`src/hdl/sleep_ctl_pkg.sv`:
```
`default_nettype none
package sleep_ctl_pkg;
  // Sleep mode field encoding; width of the software-held select
  localparam int MODE_W = 3;
  localparam logic [2:0] MODE_IDLE = 3'h0;
  localparam logic [2:0] MODE_ADC_NR = 3'h1;
  localparam logic [2:0] MODE_PWR_DOWN = 3'h2;
  localparam logic [2:0] MODE_PWR_SAVE = 3'h3;
  localparam logic [2:0] MODE_STANDBY = 3'h6;
  localparam logic [2:0] MODE_RESET = 3'h0;
  // Clock gate vector bit positions
  localparam int G_CPU = 0;
  localparam int G_IO = 1;
  localparam int G_ADC = 2;
  localparam int G_ASY = 3;
  localparam int G_OSC = 4;
  localparam int GATE_W = 5;
  localparam logic [4:0] GATES_ALL = 5'h1f;
  // Cycles spent restoring clocks before the core resumes
  localparam int WAKE_CYCLES = 4;
  // Minimum reset pulse length, in ns, and the derived filter count
  localparam int RESET_MIN_NS = 2500;
  localparam int CLK_NS = 8;
  localparam int RESET_MIN_CYC = (RESET_MIN_NS + CLK_NS - 1) / CLK_NS;
endpackage
`default_nettype wire

```
`src/hdl/reset_pin_filter.sv`:
```
`timescale 1ns/10ps
`default_nettype none
// Qualifies a low level on the reset pin for a least number of cycles
module reset_pin_filter #(
  parameter int CYCLES = sleep_ctl_pkg::RESET_MIN_CYC
) (
  input wire logic clk, // system clock
  input wire logic rst, // asynchronous reset
  input wire logic pin_low, // reset pin is low
  output logic hold // qualified reset request
);
  typedef struct packed {
    logic [15:0] cnt;
    logic hold;
  } state_t;
  state_t s, next_s;

  always_comb
  begin
    next_s = s;
    if (!pin_low)
    begin
      next_s.cnt = 16'h0;
      next_s.hold = 1'b0;
    end
    else if (s.cnt >= 16'(CYCLES - 1))
      next_s.hold = 1'b1;
    else
      next_s.cnt = s.cnt + 16'h1;
  end

  always_ff @(posedge clk or posedge rst)
  begin
    if (rst)
      s <= '0;
    else
      s <= next_s;
  end

  assign hold = s.hold;

  property p_filter_len;
    @(posedge clk) disable iff (rst)
    $rose(s.hold) |-> $past(pin_low, 1) && $past(pin_low, 2);
  endproperty
  a_filter_len: assert property (p_filter_len) else $error("reset held too short");
endmodule // reset_pin_filter
`default_nettype wire

```
`src/hdl/sleep_reset_ctl.sv`:
```
`timescale 1ns/10ps
`default_nettype none
// How it works
// - Five software-selected sleep modes gate clocks
// - Idle stops CPU only, peripherals run
// - Power-down freezes oscillator until wake event
// - Power-save keeps asynchronous timer clock running
// - Noise reduction keeps async timer, converter, oscillator
// - Standby keeps oscillator running, rest asleep
// - Any reset tri-states all port pins; power-on reset does so clocklessly, pin reset needs clk to qualify
// - Fuse picks shared pin: port bit or reset
// - Reset needs low pulse beyond minimum width
// - RC clock plus select routes crystal pins
module sleep_reset_ctl #(
  parameter int PORT_W = 23,
  parameter int WAKE = sleep_ctl_pkg::WAKE_CYCLES
) (
  input wire logic clk, // system clock
  input wire logic rst, // power-on reset, async high
  input wire logic mode_wr, // write strobe for mode field
  input wire logic [2:0] mode_wdata, // mode value to write
  input wire logic sleep_enable, // sleep allowed by software
  input wire logic sleep_req, // core executes sleep, pulse
  input wire logic wake_event, // interrupt or wake source
  input wire logic reset_pin_disable_fuse, // fuse programmed, pin is I/O
  input wire logic shared_reset_port_pin_in, // level seen on shared pin
  input wire logic shared_port_out, // port logic drive for shared pin
  input wire logic shared_port_oe_n, // port logic enable, low drives
  input wire logic [PORT_W-1:0] port_out, // port logic drive values
  input wire logic [PORT_W-1:0] port_oe_n, // port enables, low drives
  input wire logic rc_clock_selected, // chip clocked from internal RC
  input wire logic async_timer_clock_select, // asynchronous clock select bit
  output logic [2:0] mode, // current mode field
  output logic sleeping, // device is asleep
  output logic cpu_run, // core clock enable
  output logic io_run, // peripheral clock enable
  output logic adc_run, // converter clock enable
  output logic async_run, // asynchronous timer enable
  output logic osc_run, // main oscillator enable
  output logic chip_reset, // combined reset to the chip
  output logic [PORT_W-1:0] pin_out, // port pin drive values
  output logic [PORT_W-1:0] pin_oe_n, // port pin enables, low drives
  output logic shared_pin_out, // shared pin drive value
  output logic shared_pin_oe_n, // shared pin enable, low drives
  output logic crystal_pins_to_timer // crystal pins serve timer oscillator
);
  typedef enum logic [1:0] {ACTIVE, ASLEEP, WAKING} phase_t;
  typedef struct packed {
    phase_t phase;
    logic [2:0] mode;
    logic [7:0] wcnt;
    logic [4:0] gates;
  } state_t;
  state_t s, next_s;
  logic pin_hold;
  logic ext_reset;

  function automatic logic [4:0] sleep_gates(input logic [2:0] m);
    logic [4:0] g;
    g = '0;
    case (m)
      sleep_ctl_pkg::MODE_IDLE:
      begin
        g[sleep_ctl_pkg::G_IO] = 1'b1;
        g[sleep_ctl_pkg::G_ADC] = 1'b1;
        g[sleep_ctl_pkg::G_ASY] = 1'b1;
        g[sleep_ctl_pkg::G_OSC] = 1'b1;
      end
      sleep_ctl_pkg::MODE_ADC_NR:
      begin
        g[sleep_ctl_pkg::G_ADC] = 1'b1;
        g[sleep_ctl_pkg::G_ASY] = 1'b1;
        g[sleep_ctl_pkg::G_OSC] = 1'b1;
      end
      sleep_ctl_pkg::MODE_PWR_SAVE: g[sleep_ctl_pkg::G_ASY] = 1'b1;
      sleep_ctl_pkg::MODE_STANDBY: g[sleep_ctl_pkg::G_OSC] = 1'b1;
      default: g = '0; // Power-down and unused codes freeze all
    endcase
    return g;
  endfunction

  reset_pin_filter u_filter (
    .clk(clk),
    .rst(rst),
    .pin_low(!reset_pin_disable_fuse && !shared_reset_port_pin_in),
    .hold(pin_hold)
  );

  // The pin reset is qualified on clk; a frozen clock still escapes via rst
  assign ext_reset = pin_hold;
  assign chip_reset = rst || ext_reset;

  always_comb
  begin
    next_s = s;
    if (mode_wr && s.phase == ACTIVE)
      next_s.mode = mode_wdata;
    case (s.phase)
      ACTIVE:
        if (sleep_req && sleep_enable)
        begin
          next_s.phase = ASLEEP;
          next_s.gates = sleep_gates(s.mode);
        end
      ASLEEP:
        if (wake_event)
        begin
          next_s.phase = WAKING;
          next_s.gates = sleep_ctl_pkg::GATES_ALL & ~5'h01;
          next_s.wcnt = 8'h0;
        end
      WAKING:
        if (s.wcnt >= 8'(WAKE - 1))
        begin
          next_s.phase = ACTIVE;
          next_s.gates = sleep_ctl_pkg::GATES_ALL;
        end
        else
          next_s.wcnt = s.wcnt + 8'h1;
      default: next_s.phase = ACTIVE;
    endcase
    if (ext_reset)
    begin
      next_s.phase = ACTIVE;
      next_s.gates = sleep_ctl_pkg::GATES_ALL;
      next_s.wcnt = 8'h0;
      next_s.mode = sleep_ctl_pkg::MODE_RESET;
    end
  end

  always_ff @(posedge clk or posedge rst)
  begin
    if (rst)
    begin
      s.phase <= ACTIVE;
      s.mode <= sleep_ctl_pkg::MODE_RESET;
      s.wcnt <= 8'h0;
      s.gates <= sleep_ctl_pkg::GATES_ALL;
    end
    else
      s <= next_s;
  end

  assign mode = s.mode;
  assign sleeping = (s.phase != ACTIVE);
  assign cpu_run = s.gates[sleep_ctl_pkg::G_CPU];
  assign io_run = s.gates[sleep_ctl_pkg::G_IO];
  assign adc_run = s.gates[sleep_ctl_pkg::G_ADC];
  assign async_run = s.gates[sleep_ctl_pkg::G_ASY];
  assign osc_run = s.gates[sleep_ctl_pkg::G_OSC];

  // Power-on reset path is purely combinational so pins float with no clock running; pin reset needs clk
  assign pin_out = port_out;
  assign pin_oe_n = chip_reset ? '1 : port_oe_n;
  assign shared_pin_out = shared_port_out;
  assign shared_pin_oe_n = (chip_reset || !reset_pin_disable_fuse) ? 1'b1
                           : shared_port_oe_n;
  assign crystal_pins_to_timer = rc_clock_selected && async_timer_clock_select;

  property p_tristate;
    @(posedge clk) chip_reset |-> (pin_oe_n == '1) && shared_pin_oe_n;
  endproperty
  a_tristate: assert property (p_tristate) else $error("pins driven in reset");

  property p_fuse_pin;
    @(posedge clk) disable iff (rst)
    !reset_pin_disable_fuse |-> shared_pin_oe_n;
  endproperty
  a_fuse_pin: assert property (p_fuse_pin) else $error("reset pin driven");

  property p_xtal;
    @(posedge clk) disable iff (rst)
    crystal_pins_to_timer == (rc_clock_selected && async_timer_clock_select);
  endproperty
  a_xtal: assert property (p_xtal) else $error("crystal pin routing wrong");

  property p_enter;
    @(posedge clk) disable iff (rst || ext_reset)
    (s.phase == ACTIVE && !(sleep_req && sleep_enable)) |=> !(s.phase == ASLEEP);
  endproperty
  a_enter: assert property (p_enter) else $error("sleep without request");

  property p_idle;
    @(posedge clk) disable iff (rst || ext_reset)
    (s.phase == ACTIVE && sleep_req && sleep_enable && s.mode == sleep_ctl_pkg::MODE_IDLE)
      |=> !cpu_run && io_run && async_run;
  endproperty
  a_idle: assert property (p_idle) else $error("idle gating wrong");

  property p_pdown;
    @(posedge clk) disable iff (rst || ext_reset)
    (sleeping && s.phase == ASLEEP && s.mode == sleep_ctl_pkg::MODE_PWR_DOWN) |-> !osc_run;
  endproperty
  a_pdown: assert property (p_pdown) else $error("oscillator runs in power-down");

  property p_psave;
    @(posedge clk) disable iff (rst || ext_reset)
    (s.phase == ASLEEP && s.mode == sleep_ctl_pkg::MODE_PWR_SAVE) |-> async_run && !io_run;
  endproperty
  a_psave: assert property (p_psave) else $error("power-save gating wrong");

  property p_adcnr;
    @(posedge clk) disable iff (rst || ext_reset)
    (s.phase == ASLEEP && s.mode == sleep_ctl_pkg::MODE_ADC_NR) |-> adc_run && !io_run;
  endproperty
  a_adcnr: assert property (p_adcnr) else $error("noise reduction gating wrong");

  property p_standby;
    @(posedge clk) disable iff (rst || ext_reset)
    (s.phase == ASLEEP && s.mode == sleep_ctl_pkg::MODE_STANDBY) |-> osc_run && !async_run;
  endproperty
  a_standby: assert property (p_standby) else $error("standby gating wrong");

  property p_wake;
    @(posedge clk) disable iff (rst || ext_reset)
    (s.phase == ASLEEP && wake_event) |=> !cpu_run && io_run && osc_run ##4 cpu_run;
  endproperty
  a_wake: assert property (p_wake) else $error("wake order wrong");

  property p_mode_hold;
    @(posedge clk) disable iff (rst || ext_reset)
    (s.phase == ACTIVE && mode_wr) |=> mode == $past(mode_wdata);
  endproperty
  a_mode_hold: assert property (p_mode_hold) else $error("mode not stored");

  property p_five;
    @(posedge clk) disable iff (rst)
    (s.phase == ASLEEP) |-> !cpu_run;
  endproperty
  a_five: assert property (p_five) else $error("core runs while asleep");
endmodule // sleep_reset_ctl
`default_nettype wire

```
`config.mk`:
```
export PLATFORM = sky130hd
export DESIGN_NAME = sleep_reset_ctl
export DESIGN_NICKNAME = d
export VERILOG_FILES = /design/src/hdl/sleep_ctl_pkg.sv /design/src/hdl/reset_pin_filter.sv /design/src/hdl/sleep_reset_ctl.sv
export SDC_FILE = /design/constraint.sdc
export NUM_CORES = 1
export LEC_CHECK = 0
export BUFFER_PORTS_ARGS = -buffer_cell sky130_fd_sc_hd__clkbuf_2
export CORE_ASPECT_RATIO = 2
export CORE_MARGIN = 2
export CORE_UTILIZATION = 47
export DETAILED_ROUTE_END_ITERATION = 10
export GPL_TIMING_DRIVEN = 1
export PLACE_DENSITY = 0.85
export SYNTH_ARGS = -nofsm -noshare
export SYNTH_HDL_FRONTEND = slang
export SYNTH_SLANG_ARGS = --single-unit
export TNS_END_PERCENT = 1
```
`constraint.sdc`:
```
create_clock -name clk -period 6 [get_ports clk]
set_clock_uncertainty 0.15 [all_clocks]
set_input_delay 0.9 -clock clk [delete_from_list [all_inputs] [get_ports clk]]
set_output_delay 0.9 -clock clk [all_outputs]
set_load 0.01 [all_outputs]
```
==> impl_metrics.csv, run 1 <==
group,metric,value,unit
critical_path,critPathKind,"flop to output pin",
sta,clock.fmax,316.7,MHz
critical_path,regToRegSetupSlack,3790,ps
place,gp_congestion,0.9192,
sta,fin_setup_tns,0,ps
sta,worst_pin_slew,1079,ps
clock_tree,clkTransAtPathRegs,70,ps
final_layout,final_cell_mix,"clkbuf_2, dfrtp_1, or3_1, and2_1, nor2_1",
critical_path,endpoint_kind,"output pin",
die,core,4297,µm²
logic_synthesis,ys_seq_elements,35,
logic_synthesis,synthSimpleGateAreaFrac,25.33,%
routing,drt_iter0_drc,23,
clock_tree,hold_buffers,0,
sta,fin_crit_sh,52.63,%
clock_tree,cts_setup_buffers,0,
global_route,overflow,0,
final_layout,syn_to_final_growth,14.09,%
hold_path,min_path_type,"flop to flop",
logic_synthesis,postSynthCellCount,218,
sta,hold_viol_final,0,
routing,wl,4512,µm
routing,via_per_inst,5.453,
clock_tree,cts-root-buf,"clkbuf_8",
logic_synthesis,synth_mux_area_share,2.418,%
logic_synthesis,synthFlopType,"dfrtp_1",
place,io_buffers,71,
sta,whs,338.3,ps
place,hpwl,3492,µm
flow_run,cap_violations,0,
critical_path,worst_ep_required_time,4950,ps
clock_tree,ctsResizeCount,0,
clock_tree,clk_latency,280,ps
logic_synthesis,ys_seq_area_share,42.62,%
hold_path,holdPathEnd,"u_filter.s[11]",
logic_synthesis,synth_top_family_by_area,"simple AND/OR/NAND/NOR gates",
logic_synthesis,yosys_warnings,0,
sta,rsz0062_at_grt,"no",
die,ios,120,
sta,slew_headroom,28.08,%
global_route,grt_pass1_vias,1634,
clock_tree,ctsHtreeMaxLevel,2,
die,num_rows,34,
global_route,grt_pass1_wl,7072,µm
global_route,track_usage,18.83,%
clock_tree,cts_buffers,5,
logic_synthesis,synth.distinct_cells,40,
power,powerDensity,321.0,nW/µm²
clock_tree,clockBufferDepth,2,
hold_path,hold_depth,1,
final_layout,final_common_cell,"clkbuf_2",
critical_path,rr_startpoint,"s[5]",
critical_path,crit_fanout,42,
logic_synthesis,async_reset_ff_share,100.0,%
power,p_leak,0.001203,µW
final_layout,finalInstanceArea,2361,µm²
final_layout,layout-drive-gt1-share,34.85,%
die,die_area,4982,µm²
sta,slew_viol_final,0,
place,placed_cell_area,2270,µm²
routing,final_antenna_net_count,0,
power,ir_worst_vdd,0.0001849,V
global_route,grt_max_degree,43,
sta,min_period,3158,ps
routing,via_count,1734,
logic_synthesis,synth_edf_count,0,
routing,route.detailed.drc,0,
die,die_h,97.84,µm
critical_path,r2r-end,"osc_run",
status,outcome,"finished, final reports clean",
clock_tree,cts_tree,"built",
final_layout,num_antenna_cells,0,
final_layout,filler_cell_count,413,
logic_synthesis,synth-compound-area-share,11.43,%
hold_path,min_from,"u_filter.s[11]",
critical_path,reg2regPathDepth,5,
sta,final-setup-viol-count,0,
final_layout,fin_nets,331,
critical_path,critical_path_arrival,2110,ps
logic_synthesis,syn-num-nets,286,
clock_tree,cts_sinks,35,
die,start_util,48.17,%
logic_synthesis,synthXorXnorAreaFrac,0.8464,%
logic_synthesis,postSynthAreaPerCell,9.493,µm²
logic_synthesis,synth_area,2069,µm²
logic_synthesis,synth_adder_area_share,4.232,%
die,die_width,50.92,µm
routing,drt-pass1-iter-count,4,
global_route,grt_antenna_before_repair,0,
routing,wl_per_cell,14.19,µm
critical_path,start_kind,"flop",
[through the flow]
step	power (µW)	std cells	util (%)	setup slack [ps]
3_3_place_gp	581.4	310	52.82	3037
3_5_place_dp	590.8	310	52.82	3022
2_1_floorplan	529.9	218	-	2529
6_report	757.8	318	54.95	2842
4_1_cts	765.5	318	54.95	2869
5_1_grt	803.5	318	54.95	2702
[flip-flops by register name (all words and copies together), names as in the netlist]
name / count
u_filter.s: 16
s: 10
mode: 3
adc_run: 1
async_run: 1
cpu_run: 1
io_run: 1
osc_run: 1
u_filter.hold: 1
[routing by layer]
layer  GRT usage (%)  vias to the layer above  routed length, µm
met5               0                        -                  0
met2           34.87                       70               2441
met3           1.988                       16                248
li1                -                      829                  -
met4           14.14                        0                194
met1           17.72                      819               1628
[layout make-up]
class                   count  area (µm²)  area share (%)
inverters                  11       41.29           1.749
clock inverters             1       5.005          0.2120
clock buffers               7       86.33           3.657
well taps                  54       67.56           2.862
flip-flops and latches     35       882.1           37.36
multi-input cells         138       915.9           38.79
repair buffers             72       362.8           15.37
[critical path: stages (launching register included)]
cell and delay (ps):
dfrtp_1 770, inv_1 320, nand2_1 140, or3b_2 450, clkbuf_2 140
[synth_stat cells, types with 3 or more instances]
cell / number / share of area (%)
dfstp_2: 5 / 6.3
nor2_1: 13 / 2.4
or3_1: 27 / 8.2
nand3_1: 5 / 1.2
nand2_1: 11 / 2.0
inv_1: 11 / 2.0
mux2i_1: 5 / 2.4
o2111ai_1: 4 / 1.7
and2_1: 18 / 5.4
o21ai_0: 3 / 0.73
a21oi_1: 8 / 1.9
buf_4: 27 / 9.8
ha_1: 7 / 4.2
nor3_1: 5 / 1.2
clkbuf_1: 6 / 1.1
dfrtp_1: 30 / 36
[report_power, final]
group          switching (µW)  internal [µW]  total (µW)
logic                     160            121         282
registers                26.4            278         305
clock network            79.1           92.5         172
total                     266            492         758
[worst max-delay path by stage]
stage / end / cells past startpoint / from / slack, ps
2_1_floorplan: shared_pin_oe_n / 3 / rst / 2530
3_3_place_gp: shared_pin_oe_n / 5 / rst / 3040
3_5_place_dp: shared_pin_oe_n / 5 / rst / 3020
4_1_cts: shared_pin_oe_n / 4 / u_filter.hold / 2870
5_1_grt: shared_pin_oe_n / 4 / u_filter.hold / 2700
6_report: shared_pin_oe_n / 4 / u_filter.hold / 2840
[logic make-up after synthesis]
family | Yosys count
flip-flops | 35
buffers and inverters | 45
AND/OR/NAND/NOR | 93
adder cells (fa/ha/maj) | 7
multiplexers | 5
AO/OA/AOI/OAI | 31
XOR/XNOR | 2
No activity file was read; power rests on OpenSTA's default activity.
==> run 2: changes to the inputs <==
--- a/config.mk
+++ b/config.mk
@@ -8,10 +8,10 @@
 export BUFFER_PORTS_ARGS = -buffer_cell sky130_fd_sc_hd__clkbuf_2
 export CORE_ASPECT_RATIO = 2
 export CORE_MARGIN = 2
-export CORE_UTILIZATION = 47
+export CORE_UTILIZATION = 44
 export DETAILED_ROUTE_END_ITERATION = 10
 export GPL_TIMING_DRIVEN = 1
-export PLACE_DENSITY = 0.85
+export PLACE_DENSITY = 0.8
 export SYNTH_ARGS = -nofsm -noshare
 export SYNTH_HDL_FRONTEND = slang
 export SYNTH_SLANG_ARGS = --single-unit
==> constraint.sdc (replaced) <==
create_clock -name clk -period 3.1 [get_ports clk]
set_clock_uncertainty 0.15 [all_clocks]
set_input_delay 0.465 -clock clk [delete_from_list [all_inputs] [get_ports clk]]
set_output_delay 0.465 -clock clk [all_outputs]
set_load 0.01 [all_outputs]
==> impl_metrics.csv, run 2 (synthesis results as in run 1) <==
group,metric,value,unit
status,outcome,"finished, final reports clean",
hold_path,min_path_type,"input port to flop",
critical_path,critPathKind,"flop to flop",
critical_path,critical_path_arrival,2260,ps
routing,wl_per_cell,13.41,µm
clock_tree,cts_tree,"built",
power,p_leak,0.001210,µW
clock_tree,cts_setup_buffers,0,
global_route,grt_pass1_wl,6803,µm
final_layout,fin_cells,320,
die,ios,120,
die,die_area,5301,µm²
sta,worst_pin_slew,702.2,ps
routing,wl,4290,µm
final_layout,syn_to_final_growth,15.11,%
clock_tree,clk_latency,280,ps
clock_tree,cts_sinks,35,
global_route,grt_antenna_before_repair,0,
power,ir_worst_vdd,0.0004343,V
routing,route.detailed.drc,0,
die,start_util,45.44,%
global_route,overflow,0,
critical_path,crit_fanout,5,
clock_tree,cts-root-buf,"clkbuf_8",
global_route,grt_pass1_vias,1574,
sta,whs,278.6,ps
final_layout,final_cell_mix,"clkbuf_2, dfrtp_1, or3_1, and2_1, nor2_1",
die,die_width,52.50,µm
place,io_buffers,71,
place,dp_cells,312,
sta,slew_headroom,52.76,%
routing,drt-pass1-iter-count,4,
routing,final_antenna_net_count,0,
global_route,track_usage,17.27,%
critical_path,worst_ep_required_time,3160,ps
place,gp_congestion,0.7269,
final_layout,top_regs,"u_filter.s x16, s x10, mode x3",
final_layout,layout-drive-gt1-share,35.47,%
clock_tree,cts_buffers,5,
power,powerDensity,623.9,nW/µm²
sta,fin_setup_tns,0,ps
final_layout,multi_input_comb_area,915.9,µm²
sta,rsz0062_at_grt,"no",
global_route,grt_max_degree,42,
die,num_rows,35,
routing,drt_iter0_drc,20,
clock_tree,clockBufferDepth,2,
final_layout,fin_nets,332,
place,hpwl,3349,µm
die,die_h,101.0,µm
final_layout,num_antenna_cells,0,
routing,via_per_inst,5.313,
final_layout,filler_cell_count,430,
final_layout,fin_util,52.31,%
sta,slew_viol_final,0,
sta,clock.fmax,455.4,MHz
sta,final-setup-viol-count,0,
flow_run,cap_violations,0,
critical_path,start_kind,"flop",
place,pre_cts_slack,894.9,ps
critical_path,endpoint_kind,"flop",
sta,min_period,2196,ps
final_layout,largest_register_ffs,16,
final_layout,final_common_cell,"clkbuf_2",
final_layout,regMostFlops,"u_filter.s",
clock_tree,ctsResizeCount,0,
clock_tree,clkTransAtPathRegs,80,ps
sta,fin_ws,903.9,ps
clock_tree,ctsHtreeMaxLevel,2,
sta,hold_viol_final,0,
final_layout,regArea,882.1,µm²
routing,via_count,1700,
sta,fin_crit_sh,70.84,%
clock_tree,hold_buffers,0,
die,core,4554,µm²
==> run 2: cell types whose count changed in the layout (fill, tap and decap cells not counted), sizes merged <==
cell	delta
buf	+1
clkinv	-1
clkinvlp	+1
==> run 2: metrics by stage <==
stage / instance area [µm²] / power, µW
final: 2382 / 1486
after global routing: 2382 / 1587
after detailed placement: 2278 / 1137
after CTS: 2382 / 1505
after global placement: 2278 / 1120
after floorplan: 2069 / 1026
==> run 2: metal layers <==
layer / vias to the layer above / GRT usage (%) / share of wire, %
met5: - / 0 / 0
met4: 0 / 9.270 / 2.8
met3: 13 / 2.522 / 6.3
met2: 60 / 33.46 / 56
met1: 800 / 16.00 / 35
li1: 827 / - / -
==> run 2: final cells by class <==
| type | count | area share (%) |
|---|---|---|
| clock inverter | 1 | 0.3151 |
| tap | 55 | 2.889 |
| clock buffer | 7 | 4.044 |
| inverter | 11 | 1.733 |
| multi-input combinational | 138 | 38.45 |
| timing repair buffer | 73 | 15.55 |
| sequential | 35 | 37.03 |
==> run 2: final timing paths <==
kind	start	to	slack [ps]	cells after the start
max	s[5]	io_run	900	5
min in group asynchronous	rst	s[17]	380	3
max reg2reg	s[5]	io_run	900	5
max in group asynchronous	rst	async_run	2080	3
min reg2reg	u_filter.s[13]	u_filter.s[13]	340	1
min	mode_wdata[0]	mode[0]	280	3
==> run 2: critical path: stages, from the launching register on <==
cell	delay [ps]
dfrtp_1	390
ha_1	190
or4_4	420
or4_4	470
o211ai_4	280
mux2i_1	230
==> run 2: report_power, final <==
part	switching [µW]	total (µW)	internal [µW]
Clock	161	363	202
Sequential	47.3	585	538
Combinational	303	538	235
==> run 3: changes to the inputs <==
--- a/config.mk
+++ b/config.mk
@@ -5,13 +5,14 @@
 export SDC_FILE = /design/constraint.sdc
 export NUM_CORES = 1
 export LEC_CHECK = 0
+export ABC_AREA = 1
 export BUFFER_PORTS_ARGS = -buffer_cell sky130_fd_sc_hd__clkbuf_2
 export CORE_ASPECT_RATIO = 2
 export CORE_MARGIN = 2
-export CORE_UTILIZATION = 44
+export CORE_UTILIZATION = 40
 export DETAILED_ROUTE_END_ITERATION = 10
 export GPL_TIMING_DRIVEN = 1
-export PLACE_DENSITY = 0.8
+export PLACE_DENSITY = 0.76
 export SYNTH_ARGS = -nofsm -noshare
 export SYNTH_HDL_FRONTEND = slang
 export SYNTH_SLANG_ARGS = --single-unit
==> constraint.sdc (replaced) <==
create_clock -name clk -period 1.8 [get_ports clk]
set_clock_uncertainty 0.15 [all_clocks]
set_input_delay 0.27 -clock clk [delete_from_list [all_inputs] [get_ports clk]]
set_output_delay 0.27 -clock clk [all_outputs]
set_load 0.01 [all_outputs]
==> impl_metrics.csv, run 3 <==
group,metric,value,unit
status,outcome,"finished, final reports clean",
global_route,grt_antenna_before_repair,0,
routing,wl,4179,µm
sta,worst_pin_slew,465.2,ps
final_layout,final_cell_mix,"nand2_1, clkbuf_2, nor2_1, inv_1, dfrtp_1",
place,placed_cell_area,2397,µm²
routing,wl_per_cell,10.29,µm
logic_synthesis,yosysMostFrequentCell,"nand2_1",
logic_synthesis,postSynthCellCount,293,
clock_tree,clockBufferDepth,2,
hold_path,min_path_type,"input port to flop",
logic_synthesis,yosys-top-cells-area,"dfrtp_1, nand2_1, buf_4",
routing,via_per_inst,4.709,
final_layout,num_antenna_cells,0,
critical_path,endpoint_kind,"output pin",
clock_tree,clk_latency,280,ps
logic_synthesis,yosysTopAreaCell,"dfrtp_1",
sta,fin_setup_tns,0,ps
final_layout,top_regs,"u_filter.s x16, s x10, mode x3",
power,powerDensity,1101,nW/µm²
clock_tree,cts-root-buf,"clkbuf_8",
logic_synthesis,synthFlopType,"dfrtp_1",
critical_path,cp_slowest_cell,"dfrtp_1",
logic_synthesis,yosys_warnings,0,
global_route,grt_pass1_vias,1713,
global_route,grt_max_degree,36,
sta,hold_viol_final,0,
die,die_area,6098,µm²
final_layout,final_common_cell,"nand2_1",
final_layout,syn_to_final_growth,16.40,%
clock_tree,cts_buffers,5,
critical_path,critPathKind,"flop to output pin",
final_layout,largest_register_ffs,16,
sta,clock.fmax,576.6,MHz
final_layout,fin_nets,413,
die,die_width,56.23,µm
die,ios,120,
logic_synthesis,ys_seq_elements,35,
sta,final-setup-viol-count,0,
clock_tree,cts_sinks,35,
routing,route.detailed.drc,0,
routing,drt_iter0_drc,43,
clock_tree,cts_tree,"built",
final_layout,regMostFlops,"u_filter.s",
die,core,5325,µm²
place,hpwl,3176,µm
critical_path,crit_chain,"nor2_4, inv_4, or2_2, clkbuf_2",
final_layout,fin_util,47.70,%
critical_path,cpPeakStageDelay,410,ps
final_layout,layout-drive-gt1-share,33.24,%
sta,fin_crit_sh,96.35,%
routing,final_antenna_net_count,0,
sta,min_period,1734,ps
die,die_h,108.5,µm
logic_synthesis,synth_top_area_share,34.40,%
critical_path,crit_fanout,24,
sta,slew_viol_final,0,
routing,drt-pass1-iter-count,4,
global_route,grt_pass1_wl,7038,µm
logic_synthesis,synth_area,2182,µm²
power,p_total,2797,µW
flow_run,cap_violations,0,
power,ir_worst_vdd,0.001147,V
place,io_buffers,71,
critical_path,start_kind,"flop",
routing,via_count,1912,
logic_synthesis,synth_edf_count,0,
logic_synthesis,ys_seq_area_share,40.42,%
global_route,track_usage,14.17,%
sta,slew_headroom,68.95,%
critical_path,regToRegSetupSlack,160,ps
logic_synthesis,syn-num-nets,361,
die,start_util,40.98,%
final_layout,fin_cells,406,
logic_synthesis,synth.distinct_cells,25,
critical_path,critical_path_arrival,1310,ps
place,gp_congestion,0.8067,
power,p_leak,0.001378,µW
die,num_rows,38,
critical_path,reg2regPathDepth,7,
logic_synthesis,async_reset_ff_share,100.0,%
clock_tree,ctsHtreeMaxLevel,2,
hold_path,hold_depth,3,
sta,rsz0062_at_grt,"yes",
logic_synthesis,postSynthAreaPerCell,7.447,µm²
critical_path,worst_ep_required_time,1380,ps
place,dp_cells,396,
clock_tree,clkTransAtPathRegs,70,ps
global_route,overflow,0,
final_layout,finalInstanceArea,2540,µm²
logic_synthesis,ys_top_cells_by_count,"nand2_1, nor2_1, inv_1",
## run 3: cell count changes after synthesis, sizes merged, moves of 6 or more
cell   previous run  this run
a21oi             8         2
and2             19         0
inv              11        37
nand2            11        73
nand3             5        22
nor2             13        39
o21ai             3        13
or2               2        23
or3              27         0
## run 3: layout make-up
class / instances / area [µm²]
inverter: 38 / 146.4
clock buffer: 5 / 68.82
clock inverter: 3 / 43.79
multi-input combinational: 188 / 920.9
timing repair buffer: 77 / 402.9
sequential: 35 / 882.1
fill: 540 / 2785
tap: 60 / 75.07
## run 3: timing repair
item | CTS | global route
endpoints found under the hold margin | 30 | 0
pin swaps | 0 | 1
resized for setup | 3 | 1
buffers inserted | 0 | 1
setup endpoints to repair | 19 | 20
hold buffers | 1 | 0
## run 3: cell families after synthesis
| family | Yosys count | share of synthesized area [%] |
|---|---|---|
| AO/OA/AOI/OAI | 16 | 3.784 |
| XOR/XNOR | 3 | 1.204 |
| adder cells (fa/ha/maj) | 7 | 4.014 |
| buffers and inverters | 70 | 17.83 |
| flip-flops | 35 | 40.42 |
| AND/OR/NAND/NOR | 162 | 32.74 |
## run 3: critical path, delay by kind of cell, from the launching register on
| family | cells | cell delay, ps |
|---|---|---|
| DFF | 1 | 410 |
| and+or+nand+nor | 2 | 400 |
| buffers and inverters | 2 | 220 |
## run 3: per-stage QoR
| stage | hold slack, ps | worst slack [ps] |
|---|---|---|
| after floorplan | 270.1 | 296.8 |
| after global placement | 233.4 | 235.0 |
| after detailed placement | 248.7 | 176.8 |
| after CTS | 76.11 | 12.61 |
| after global routing | 108.6 | -18.68 |
| final | 78.68 | 65.73 |
## run 3: worst paths after layout
check	from	endpoint
worst min register to register	io_run	io_run
max in group asynchronous	rst	cpu_run
worst max-delay path	u_filter.hold	pin_oe_n[21]
worst min-delay path	mode_wdata[0]	mode[0]
min in group asynchronous	rst	mode[0]
worst max register to register	s[16]	s[11]
## run 3: report_power, final
| part | switching (µW) | internal, µW |
|---|---|---|
| Clock | 286 | 412 |
| Combinational | 654 | 397 |
| Sequential | 88.3 | 960 |
## run 3: per-layer routing
layer,track usage [%],vias up,share of wire (%)
met5,0,-,0
met2,24.79,90,48
met3,4.665,9,7.9
met1,15.87,839,42
met4,5.102,0,1.9
li1,-,974,-
